## src/core/efmc_pkg.sv

```systemverilog
/*
  efmc_pkg: widths, channel indices, register offsets, field positions and
  reset values shared by both ends of the encoder freeze / marker capture.
  Assumes a single core clock and a synchronous active high reset.
*/
`default_nettype none

package efmc_pkg;

  // ****************************************************
  // widths
  // ****************************************************
  localparam int EFMC_HALF_W = 16;
  localparam int EFMC_WORD_W = 32;
  localparam int EFMC_ADDR_W = 8;
  localparam int EFMC_N_CH   = 4;

  typedef logic [EFMC_HALF_W-1:0] efmc_half_t;
  typedef logic [EFMC_WORD_W-1:0] efmc_word_t;
  typedef logic [EFMC_ADDR_W-1:0] efmc_addr_t;
  typedef logic [EFMC_N_CH-1:0]   efmc_ch_t;

  // ****************************************************
  // channels: two freeze, two marker
  // ****************************************************
  localparam int EFMC_CH_REF_FRZ = 0;
  localparam int EFMC_CH_FB_FRZ  = 1;
  localparam int EFMC_CH_REF_MK  = 2;
  localparam int EFMC_CH_FB_MK   = 3;

  // freeze edge select values
  localparam logic EFMC_EDGE_RISE = 1'b0;
  localparam logic EFMC_EDGE_FALL = 1'b1;

  // ****************************************************
  // controller register map (byte addresses)
  // ****************************************************
  localparam efmc_addr_t EFMC_OFS_CTRL    = 8'h00;
  localparam efmc_addr_t EFMC_OFS_FLAGS   = 8'h04;
  localparam efmc_addr_t EFMC_OFS_STATUS  = 8'h08;
  localparam efmc_addr_t EFMC_OFS_MASK    = 8'h0C;
  localparam efmc_addr_t EFMC_OFS_REF_FRZ = 8'h10;
  localparam efmc_addr_t EFMC_OFS_FB_FRZ  = 8'h14;
  localparam efmc_addr_t EFMC_OFS_REF_MK  = 8'h18;
  localparam efmc_addr_t EFMC_OFS_FB_MK   = 8'h1C;

  // control fields
  localparam int EFMC_CTRL_EDGE_BIT = 0;
  localparam int EFMC_CTRL_EN_BIT   = 1;
  // status / mask: captures low nibble, missed events high nibble
  localparam int EFMC_ST_CAP_LSB  = 0;
  localparam int EFMC_ST_MISS_LSB = 4;
  localparam int EFMC_ST_W        = 8;

  // reset values
  localparam logic [1:0]  EFMC_CTRL_RST = 2'h0;
  localparam logic [7:0]  EFMC_MASK_RST = 8'h00;
  localparam efmc_word_t  EFMC_DATA_RST = 32'h0000_0000;
  // cycles after reset before pin edges count
  localparam logic [1:0]  EFMC_ARM_CYCLES = 2'h3;

endpackage

`default_nettype wire

```

## src/core/efmc_link_if.sv

```systemverilog
/*
  efmc_link_if: the wires between the capture end and its controller.
  Assumes both ends run on the same core clock; no clocking here.
*/
`timescale 1ns/1ps
`default_nettype none

interface efmc_link_if;

  // capture end to controller
  efmc_pkg::efmc_ch_t             flag;
  efmc_pkg::efmc_ch_t             evt;
  efmc_pkg::efmc_ch_t             miss;
  logic [efmc_pkg::EFMC_N_CH-1:0][efmc_pkg::EFMC_WORD_W-1:0] cap_data;
  // controller to capture end
  logic                           frz_edge_sel;
  logic                           frz_en;
  efmc_pkg::efmc_ch_t             flag_clr;

  modport dev (
    output flag,
    output evt,
    output miss,
    output cap_data,
    input  frz_edge_sel,
    input  frz_en,
    input  flag_clr
  );

  modport ctl (
    input  flag,
    input  evt,
    input  miss,
    input  cap_data,
    output frz_edge_sel,
    output frz_en,
    output flag_clr
  );

endinterface

`default_nettype wire

```

## src/core/efmc_dev_end.sv

```systemverilog
/*
  efmc_dev_end: capture end. Freezes revolution count and position of the
  reference and feedback encoder counters on a freeze pulse from a
  neighbouring module, and caches each encoder's pair again on its own marker.
  Assumes the counter values are on core_clk; the freeze and marker pulses
  are asynchronous pins. The controller sits across efmc_link_if.
  Pins should idle low through reset: the sync stages start at 0, and
  edges are ignored until each stage holds a real sample of its pin.
  Freeze and marker pulses need one cycle high and one low to be seen.
  Counter values must be steady in the cycle that an edge is taken.

*/
// Implementation choices: the address-and-strobe port and the placing of the registers.
`timescale 1ns/1ps
`default_nettype none

module efmc_dev_end (
  input  wire logic                 core_clk,
  input  wire logic                 rst,
  input  wire logic                 frz_pulse,
  input  wire logic                 ref_marker,
  input  wire logic                 fb_marker,
  input  wire efmc_pkg::efmc_half_t ref_rev,
  input  wire efmc_pkg::efmc_half_t ref_pos,
  input  wire efmc_pkg::efmc_half_t fb_rev,
  input  wire efmc_pkg::efmc_half_t fb_pos,
  efmc_link_if.dev                  link
);

  // ****************************************************
  // decode helpers
  // ****************************************************
  // edge of a synchronised level, direction chosen by fall
  function automatic logic edge_hit(input logic cur,
                                    input logic prev,
                                    input logic fall);
    return fall ? (prev & ~cur) : (cur & ~prev);
  endfunction

  // counter pair as one word: revolutions high, position low
  function automatic efmc_pkg::efmc_word_t pack_word(input efmc_pkg::efmc_half_t rev,
                                                     input efmc_pkg::efmc_half_t pos);
    return {rev, pos};
  endfunction

  // ****************************************************
  // synchronisers
  // ****************************************************
  // stage 0 feeds stage 1 only; stage 2 is the previous stage 1
  logic [2:0]                       frz_sync;
  logic [2:0]                       ref_mk_sync;
  logic [2:0]                       fb_mk_sync;

  always_ff @(posedge core_clk) begin
    if (rst) begin
      frz_sync <= 3'h0;
    end else begin
      frz_sync <= {frz_sync[1:0], frz_pulse};
    end
  end

  always_ff @(posedge core_clk) begin
    if (rst) begin
      ref_mk_sync <= 3'h0;
    end else begin
      ref_mk_sync <= {ref_mk_sync[1:0], ref_marker};
    end
  end

  always_ff @(posedge core_clk) begin
    if (rst) begin
      fb_mk_sync <= 3'h0;
    end else begin
      fb_mk_sync <= {fb_mk_sync[1:0], fb_marker};
    end
  end

  // ****************************************************
  // arming after reset
  // ****************************************************
  // stages start at 0 whatever the pins show, so edges
  // wait until stage 2 holds a real sample of each pin
  logic [1:0]                       arm_cnt;
  logic                             armed;

  always_ff @(posedge core_clk) begin
    if (rst) begin
      arm_cnt <= 2'h0;
    end else if (!armed) begin
      arm_cnt <= arm_cnt + 2'h1;
    end
  end

  assign armed = (arm_cnt == efmc_pkg::EFMC_ARM_CYCLES);

  // ****************************************************
  // edges and triggers
  // ****************************************************
  logic                             frz_edge;
  logic                             ref_mk_edge;
  logic                             fb_mk_edge;
  efmc_pkg::efmc_ch_t               trig;
  efmc_pkg::efmc_ch_t               hold;
  efmc_pkg::efmc_ch_t               take;
  logic [efmc_pkg::EFMC_N_CH-1:0][efmc_pkg::EFMC_WORD_W-1:0] src;

  // freeze edge direction follows the select setting
  assign frz_edge    = edge_hit(frz_sync[1], frz_sync[2],
                                link.frz_edge_sel);
  // markers count on rising edges only
  assign ref_mk_edge = edge_hit(ref_mk_sync[1], ref_mk_sync[2],
                                efmc_pkg::EFMC_EDGE_RISE);
  assign fb_mk_edge  = edge_hit(fb_mk_sync[1], fb_mk_sync[2],
                                efmc_pkg::EFMC_EDGE_RISE);

  // one freeze edge drives both freeze channels, gated by enable
  always_comb begin
    trig = '0;
    trig[efmc_pkg::EFMC_CH_REF_FRZ] = frz_edge & link.frz_en & armed;
    trig[efmc_pkg::EFMC_CH_FB_FRZ]  = frz_edge & link.frz_en & armed;
    trig[efmc_pkg::EFMC_CH_REF_MK]  = ref_mk_edge & armed;
    trig[efmc_pkg::EFMC_CH_FB_MK]   = fb_mk_edge & armed;
  end

  // a flag being cleared this cycle no longer holds, so the edge is kept
  always_comb begin
    hold = '0;
    hold[efmc_pkg::EFMC_CH_REF_FRZ] = link.flag[efmc_pkg::EFMC_CH_REF_FRZ]
                                    & ~link.flag_clr[efmc_pkg::EFMC_CH_REF_FRZ];
    hold[efmc_pkg::EFMC_CH_FB_FRZ]  = link.flag[efmc_pkg::EFMC_CH_FB_FRZ]
                                    & ~link.flag_clr[efmc_pkg::EFMC_CH_FB_FRZ];
  end

  assign take = trig & ~hold;

  // ****************************************************
  // capture sources
  // ****************************************************
  // counters sampled in the edge cycle: rev high half, position low half
  assign src[efmc_pkg::EFMC_CH_REF_FRZ] = pack_word(ref_rev, ref_pos);
  assign src[efmc_pkg::EFMC_CH_FB_FRZ]  = pack_word(fb_rev, fb_pos);
  assign src[efmc_pkg::EFMC_CH_REF_MK]  = pack_word(ref_rev, ref_pos);
  assign src[efmc_pkg::EFMC_CH_FB_MK]   = pack_word(fb_rev, fb_pos);

  // ****************************************************
  // capture channels
  // ****************************************************
  genvar ch;
  generate
    for (ch = 0; ch < efmc_pkg::EFMC_N_CH; ch = ch + 1) begin : g_ch

      // whole word loaded at once, never half old and half new
      always_ff @(posedge core_clk) begin
        if (rst) begin
          link.cap_data[ch] <= efmc_pkg::EFMC_DATA_RST;
        end else if (take[ch]) begin
          link.cap_data[ch] <= src[ch];
        end
      end

      // set wins over clear
      always_ff @(posedge core_clk) begin
        if (rst) begin
          link.flag[ch] <= 1'b0;
        end else if (take[ch]) begin
          link.flag[ch] <= 1'b1;
        end else if (link.flag_clr[ch]) begin
          link.flag[ch] <= 1'b0;
        end
      end

      // one-cycle pulse, lands with the flag and the data
      always_ff @(posedge core_clk) begin
        if (rst) begin
          link.evt[ch] <= 1'b0;
        end else begin
          link.evt[ch] <= take[ch];
        end
      end

      // freeze: edge dropped by a held flag; marker: unread data lost
      always_ff @(posedge core_clk) begin
        if (rst) begin
          link.miss[ch] <= 1'b0;
        end else begin
          link.miss[ch] <= trig[ch] & link.flag[ch]
                         & ~link.flag_clr[ch];
        end
      end

    end
  endgenerate

endmodule // efmc_dev_end

`default_nettype wire

```

## src/flat_wrapper.sv

```systemverilog
// flat-port wrapper written by rule: the top's interface ports become plain ports
module efmc_dev_end_flat 
  (core_clk, rst, frz_pulse, ref_marker, fb_marker, ref_rev, ref_pos, fb_rev, fb_pos, link_flag, link_evt, link_miss, link_cap_data, link_frz_edge_sel, link_frz_en, link_flag_clr);
  efmc_link_if link_i ();
  input  wire logic core_clk;
  input  wire logic rst;
  input  wire logic frz_pulse;
  input  wire logic ref_marker;
  input  wire logic fb_marker;
  input  wire efmc_pkg::efmc_half_t ref_rev;
  input  wire efmc_pkg::efmc_half_t ref_pos;
  input  wire efmc_pkg::efmc_half_t fb_rev;
  input  wire efmc_pkg::efmc_half_t fb_pos;
  output wire logic [$bits(link_i.flag)-1:0] link_flag;
  output wire logic [$bits(link_i.evt)-1:0] link_evt;
  output wire logic [$bits(link_i.miss)-1:0] link_miss;
  output wire logic [$bits(link_i.cap_data)-1:0] link_cap_data;
  input wire logic [$bits(link_i.frz_edge_sel)-1:0] link_frz_edge_sel;
  input wire logic [$bits(link_i.frz_en)-1:0] link_frz_en;
  input wire logic [$bits(link_i.flag_clr)-1:0] link_flag_clr;
  assign link_flag = link_i.flag;
  assign link_evt = link_i.evt;
  assign link_miss = link_i.miss;
  assign link_cap_data = link_i.cap_data;
  assign link_i.frz_edge_sel = link_frz_edge_sel;
  assign link_i.frz_en = link_frz_en;
  assign link_i.flag_clr = link_flag_clr;
  efmc_dev_end u_core (.core_clk(core_clk), .rst(rst), .frz_pulse(frz_pulse), .ref_marker(ref_marker), .fb_marker(fb_marker), .ref_rev(ref_rev), .ref_pos(ref_pos), .fb_rev(fb_rev), .fb_pos(fb_pos), .link(link_i));
endmodule
```

## config.mk

```make
export PLATFORM = sky130hd
export DESIGN_NAME = efmc_dev_end_flat
export DESIGN_NICKNAME = d
export VERILOG_FILES = /design/src/core/efmc_pkg.sv /design/src/core/efmc_link_if.sv /design/src/core/efmc_dev_end.sv /design/src/flat_wrapper.sv
export SDC_FILE = /design/constraint.sdc
export NUM_CORES = 1
export LEC_CHECK = 0
export BUFFER_PORTS_ARGS = -buffer_cell sky130_fd_sc_hd__clkbuf_2
export CORE_ASPECT_RATIO = 0.8
export CORE_MARGIN = 3
export CORE_UTILIZATION = 53
export CTS_CLUSTER_DIAMETER = 150
export DETAILED_ROUTE_END_ITERATION = 10
export PLACE_DENSITY = 0.85
export SYNTH_ARGS = -nofsm -noshare
export SYNTH_HDL_FRONTEND = slang
export SYNTH_SLANG_ARGS = --single-unit
```

## constraint.sdc

```tcl
create_clock -name core_clk -period 3.2 [get_ports core_clk]
set_input_delay 0.16 -clock core_clk [delete_from_list [all_inputs] [get_ports core_clk]]
set_output_delay 0.16 -clock core_clk [all_outputs]
set_load 0.02 [all_outputs]
```

==> results.md <==
- Status: completed
- Max frequency: 497 MHz
- Number of max-cap violations: 0
- Wire length after detailed routing: 15.4 mm
- Worst setup EP type: register
- Place WS: 1190 ps
- Initial Util: 0.556
- Die ar.: 12300 um2
- Longest Clk Path Bufs: 2
- Row count: 33
- Ranking of synthesized cells by area: dfxtp_1 52%, nand2b_1 14%, mux2i_1 11%
- CP required: 3510 ps
- Worst-Skew Late Latency: 420 ps
- Setup TNS Final: 0 ps
- Total global routing overflow: 0
- Max VDD drop: 350 uV
- Area Overhead vs Synth: 40.5%
- Mean area per synthesized cell: 9.35 um2
- WL/cell: 14.9 um
- Syn Nets: 697
- Initial antenna violation count: 0
- Nets: 958
- First-pass GRT wire length: 24.5 mm
- Syn Inst Count: 621
- Tmin final: 2010 ps
- Layout cell share with drive strength beyond 1: 0.287
- Vias per inst: 4.94
- Worst Reg2Reg Path Length in Cells: 5
- Fin worst setup slack: 1190 ps
- Die Height: 99.6 um
- Final setup violation count: 0
- Hold_ws: 9.76 ps
- Cell Area, Synth: 5810 um2
- Hold Crit Depth: 3
- CTS tree: built
- RD Place Congestion: 0.821
- Netlist cell types: 18
- Post-detailed-route count of antenna-violating nets: 0
- Hold worst-path end: u_core.link.cap_data[95]
- Static Leak: 3.37 nW
- P per Cell Area: 523 nW/um2
- Fin crit share: 0.628
- Root buffer cell: clkbuf_16
- Top-area cell type share of the netlist area: 0.521
- Hold path startpoint: ref_rev[15]
- R2R Path Start: u_core.arm_cnt[0]
- Synth warn: 0
- Synth Register Bits: 151
- H-tree depth: 4
- Final Hold Viols: 0
- Largest net degree at the start of global routing: 84
- Dpl hpwl: 10.0 mm
- Slew headroom: 0.578
- Drt initial violations: 324
- Worst hold path class: input pin to register
- RSZ-0062 raised after global routing: no
- CP startpoint kind: register
- Total global-route track usage: 0.253
- CTS sink count: 151
- Via total after detailed routing: 5118
- Maximum fanout along the worst path: 32
- Critical path arrival: 2330 ps
- Worst-margin pin slew: 633 ps
- Die W: 123 um
- Crit Path Category: register to register
- # port buffers: 214
- PnR Total Power: 4.26 mW
- Reg clk slew, reported paths: 60 ps
- Max Clock Skew: 9.79 ps
- Fillers: 676
- Num CTS Buffers: 17
- Max Slew Vio Count: 0
- DRC Markers: 0
- Top Ports: 215
- Worst reg2reg setup slack: 1190 ps
- Seq/Total Area, Yosys: 0.521
- Core area: 10400 um2
- R2r endpoint: u_core.link.cap_data[61]
- Vias in the first global route: 5179
- Cell accounting for the most synthesized area: dfxtp_1
- Drt first pass iters: 5
## through the flow
step,std cells,util,area (um2)
2_1_floorplan,621,-,5810
3_3_place_gp,939,0.660,6890
3_5_place_dp,939,0.660,6890
4_1_cts,1035,0.781,8160
5_1_grt,1035,0.781,8160
6_report,1036,0.781,8160
## worst max-delay path by stage
stage                                 start                        to  slack [ps]
after floorplan           u_core.arm_cnt[0]  u_core.link.cap_data[10]        1570
after global placement    u_core.arm_cnt[0]  u_core.link.cap_data[30]        1340
after detailed placement  u_core.arm_cnt[0]   u_core.link.cap_data[2]        1190
after CTS                 u_core.arm_cnt[0]   u_core.link.cap_data[2]        1140
after global routing      u_core.arm_cnt[0]   u_core.link.cap_data[2]        1020
final                     u_core.arm_cnt[0]  u_core.link.cap_data[61]        1190
## power by group
| part | total [mW] | switching [mW] | internal (mW) |
|---|---|---|---|
| logic | 0.283 | 0.133 | 0.150 |
| clock network | 2.07 | 0.751 | 1.32 |
| registers | 1.91 | 0.0115 | 1.90 |
## cell type report
cell class / instances / area, um2 / share of cell area
diodes: 1 / 2.50 / 0.000307
clock buffers: 18 / 439 / 0.0538
clock inverters: 14 / 181 / 0.0222
multi-input cells: 426 / 2550 / 0.313
flip-flops and latches: 151 / 3020 / 0.371
well taps: 140 / 175 / 0.0215
repair buffers: 286 / 1790 / 0.219
## cell usage in the layout (no fill, tap or decap), drive strengths merged
cell | netlist | routed
clkbuf | 37 | 231
dfxtp | 151 | 151
nand2b | 132 | 132
nand2 | 129 | 129
a21oi | 68 | 68
mux2i | 65 | 65
dlygate4sd3 | 0 | 64
nor2b | 12 | 12
buf | 7 | 9
clkinv | 0 | 7
and3b | 5 | 5
nor3 | 4 | 4
bufinv | 0 | 4
nand3b | 3 | 3
clkinvlp | 0 | 3
a211oi | 2 | 2
nor2 | 2 | 2
diode | 0 | 1
or3b | 1 | 1
xor2 | 1 | 1
a21o | 1 | 1
ha | 1 | 1
## per-layer routing
layer	GRT usage	vias to the layer above	wire [um]
li1	-	2526	-
met1	0.280	2382	6240
met2	0.444	171	7830
met3	0.0807	39	941
met4	0.110	0	408
met5	0	-	0
## Yosys cell counts
cell type  count
nor3_1         4
nand2_1      129
ha_1           1
nand3b_1       3
mux2i_1       65
a211oi_4       2
and3b_1        5
nor2b_1       12
a21o_1         1
buf_2          1
clkbuf_1      37
nor2_1         2
xor2_1         1
nand2b_1     132
dfxtp_1      151
or3b_4         1
a21oi_1       68
buf_8          6
## registers in the layout, summed over array words and instances (netlist names)
register	flops
u_core.fb_mk_sync	3
u_core.link.cap_data	128
u_core.arm_cnt	2
u_core.ref_mk_sync	3
u_core.frz_sync	3
u_core.link.flag	4
u_core.link.evt	4
u_core.link.miss	4
## cells by family after synthesis
kind of cell,Yosys count,synth area share
muxes,65,0.112
and+or+nand+nor,288,0.257
DFF,151,0.521
xor gates and xnor gates,1,0.00151
adders and majority gates,1,0.00215
AOI/OAI and AO/OA,71,0.0668
buffers and inverters,44,0.0403
## what timing repair did
| item | in CTS | in global routing |
|---|---|---|
| hold buffers | 64 | 0 |
| hold endpoints to repair | 74 | 0 |
| gates resized for setup | 0 | 0 |
| buffers inserted | 0 | 0 |
## worst max-delay path, stage by stage (launching register included)
cell	delay, ps
dfxtp_1	350
ha_1	340
nand2_1	220
a211oi_4	190
buf_4	490
mux2i_1	320
Note: power is estimated with default switching activity, not from simulation.
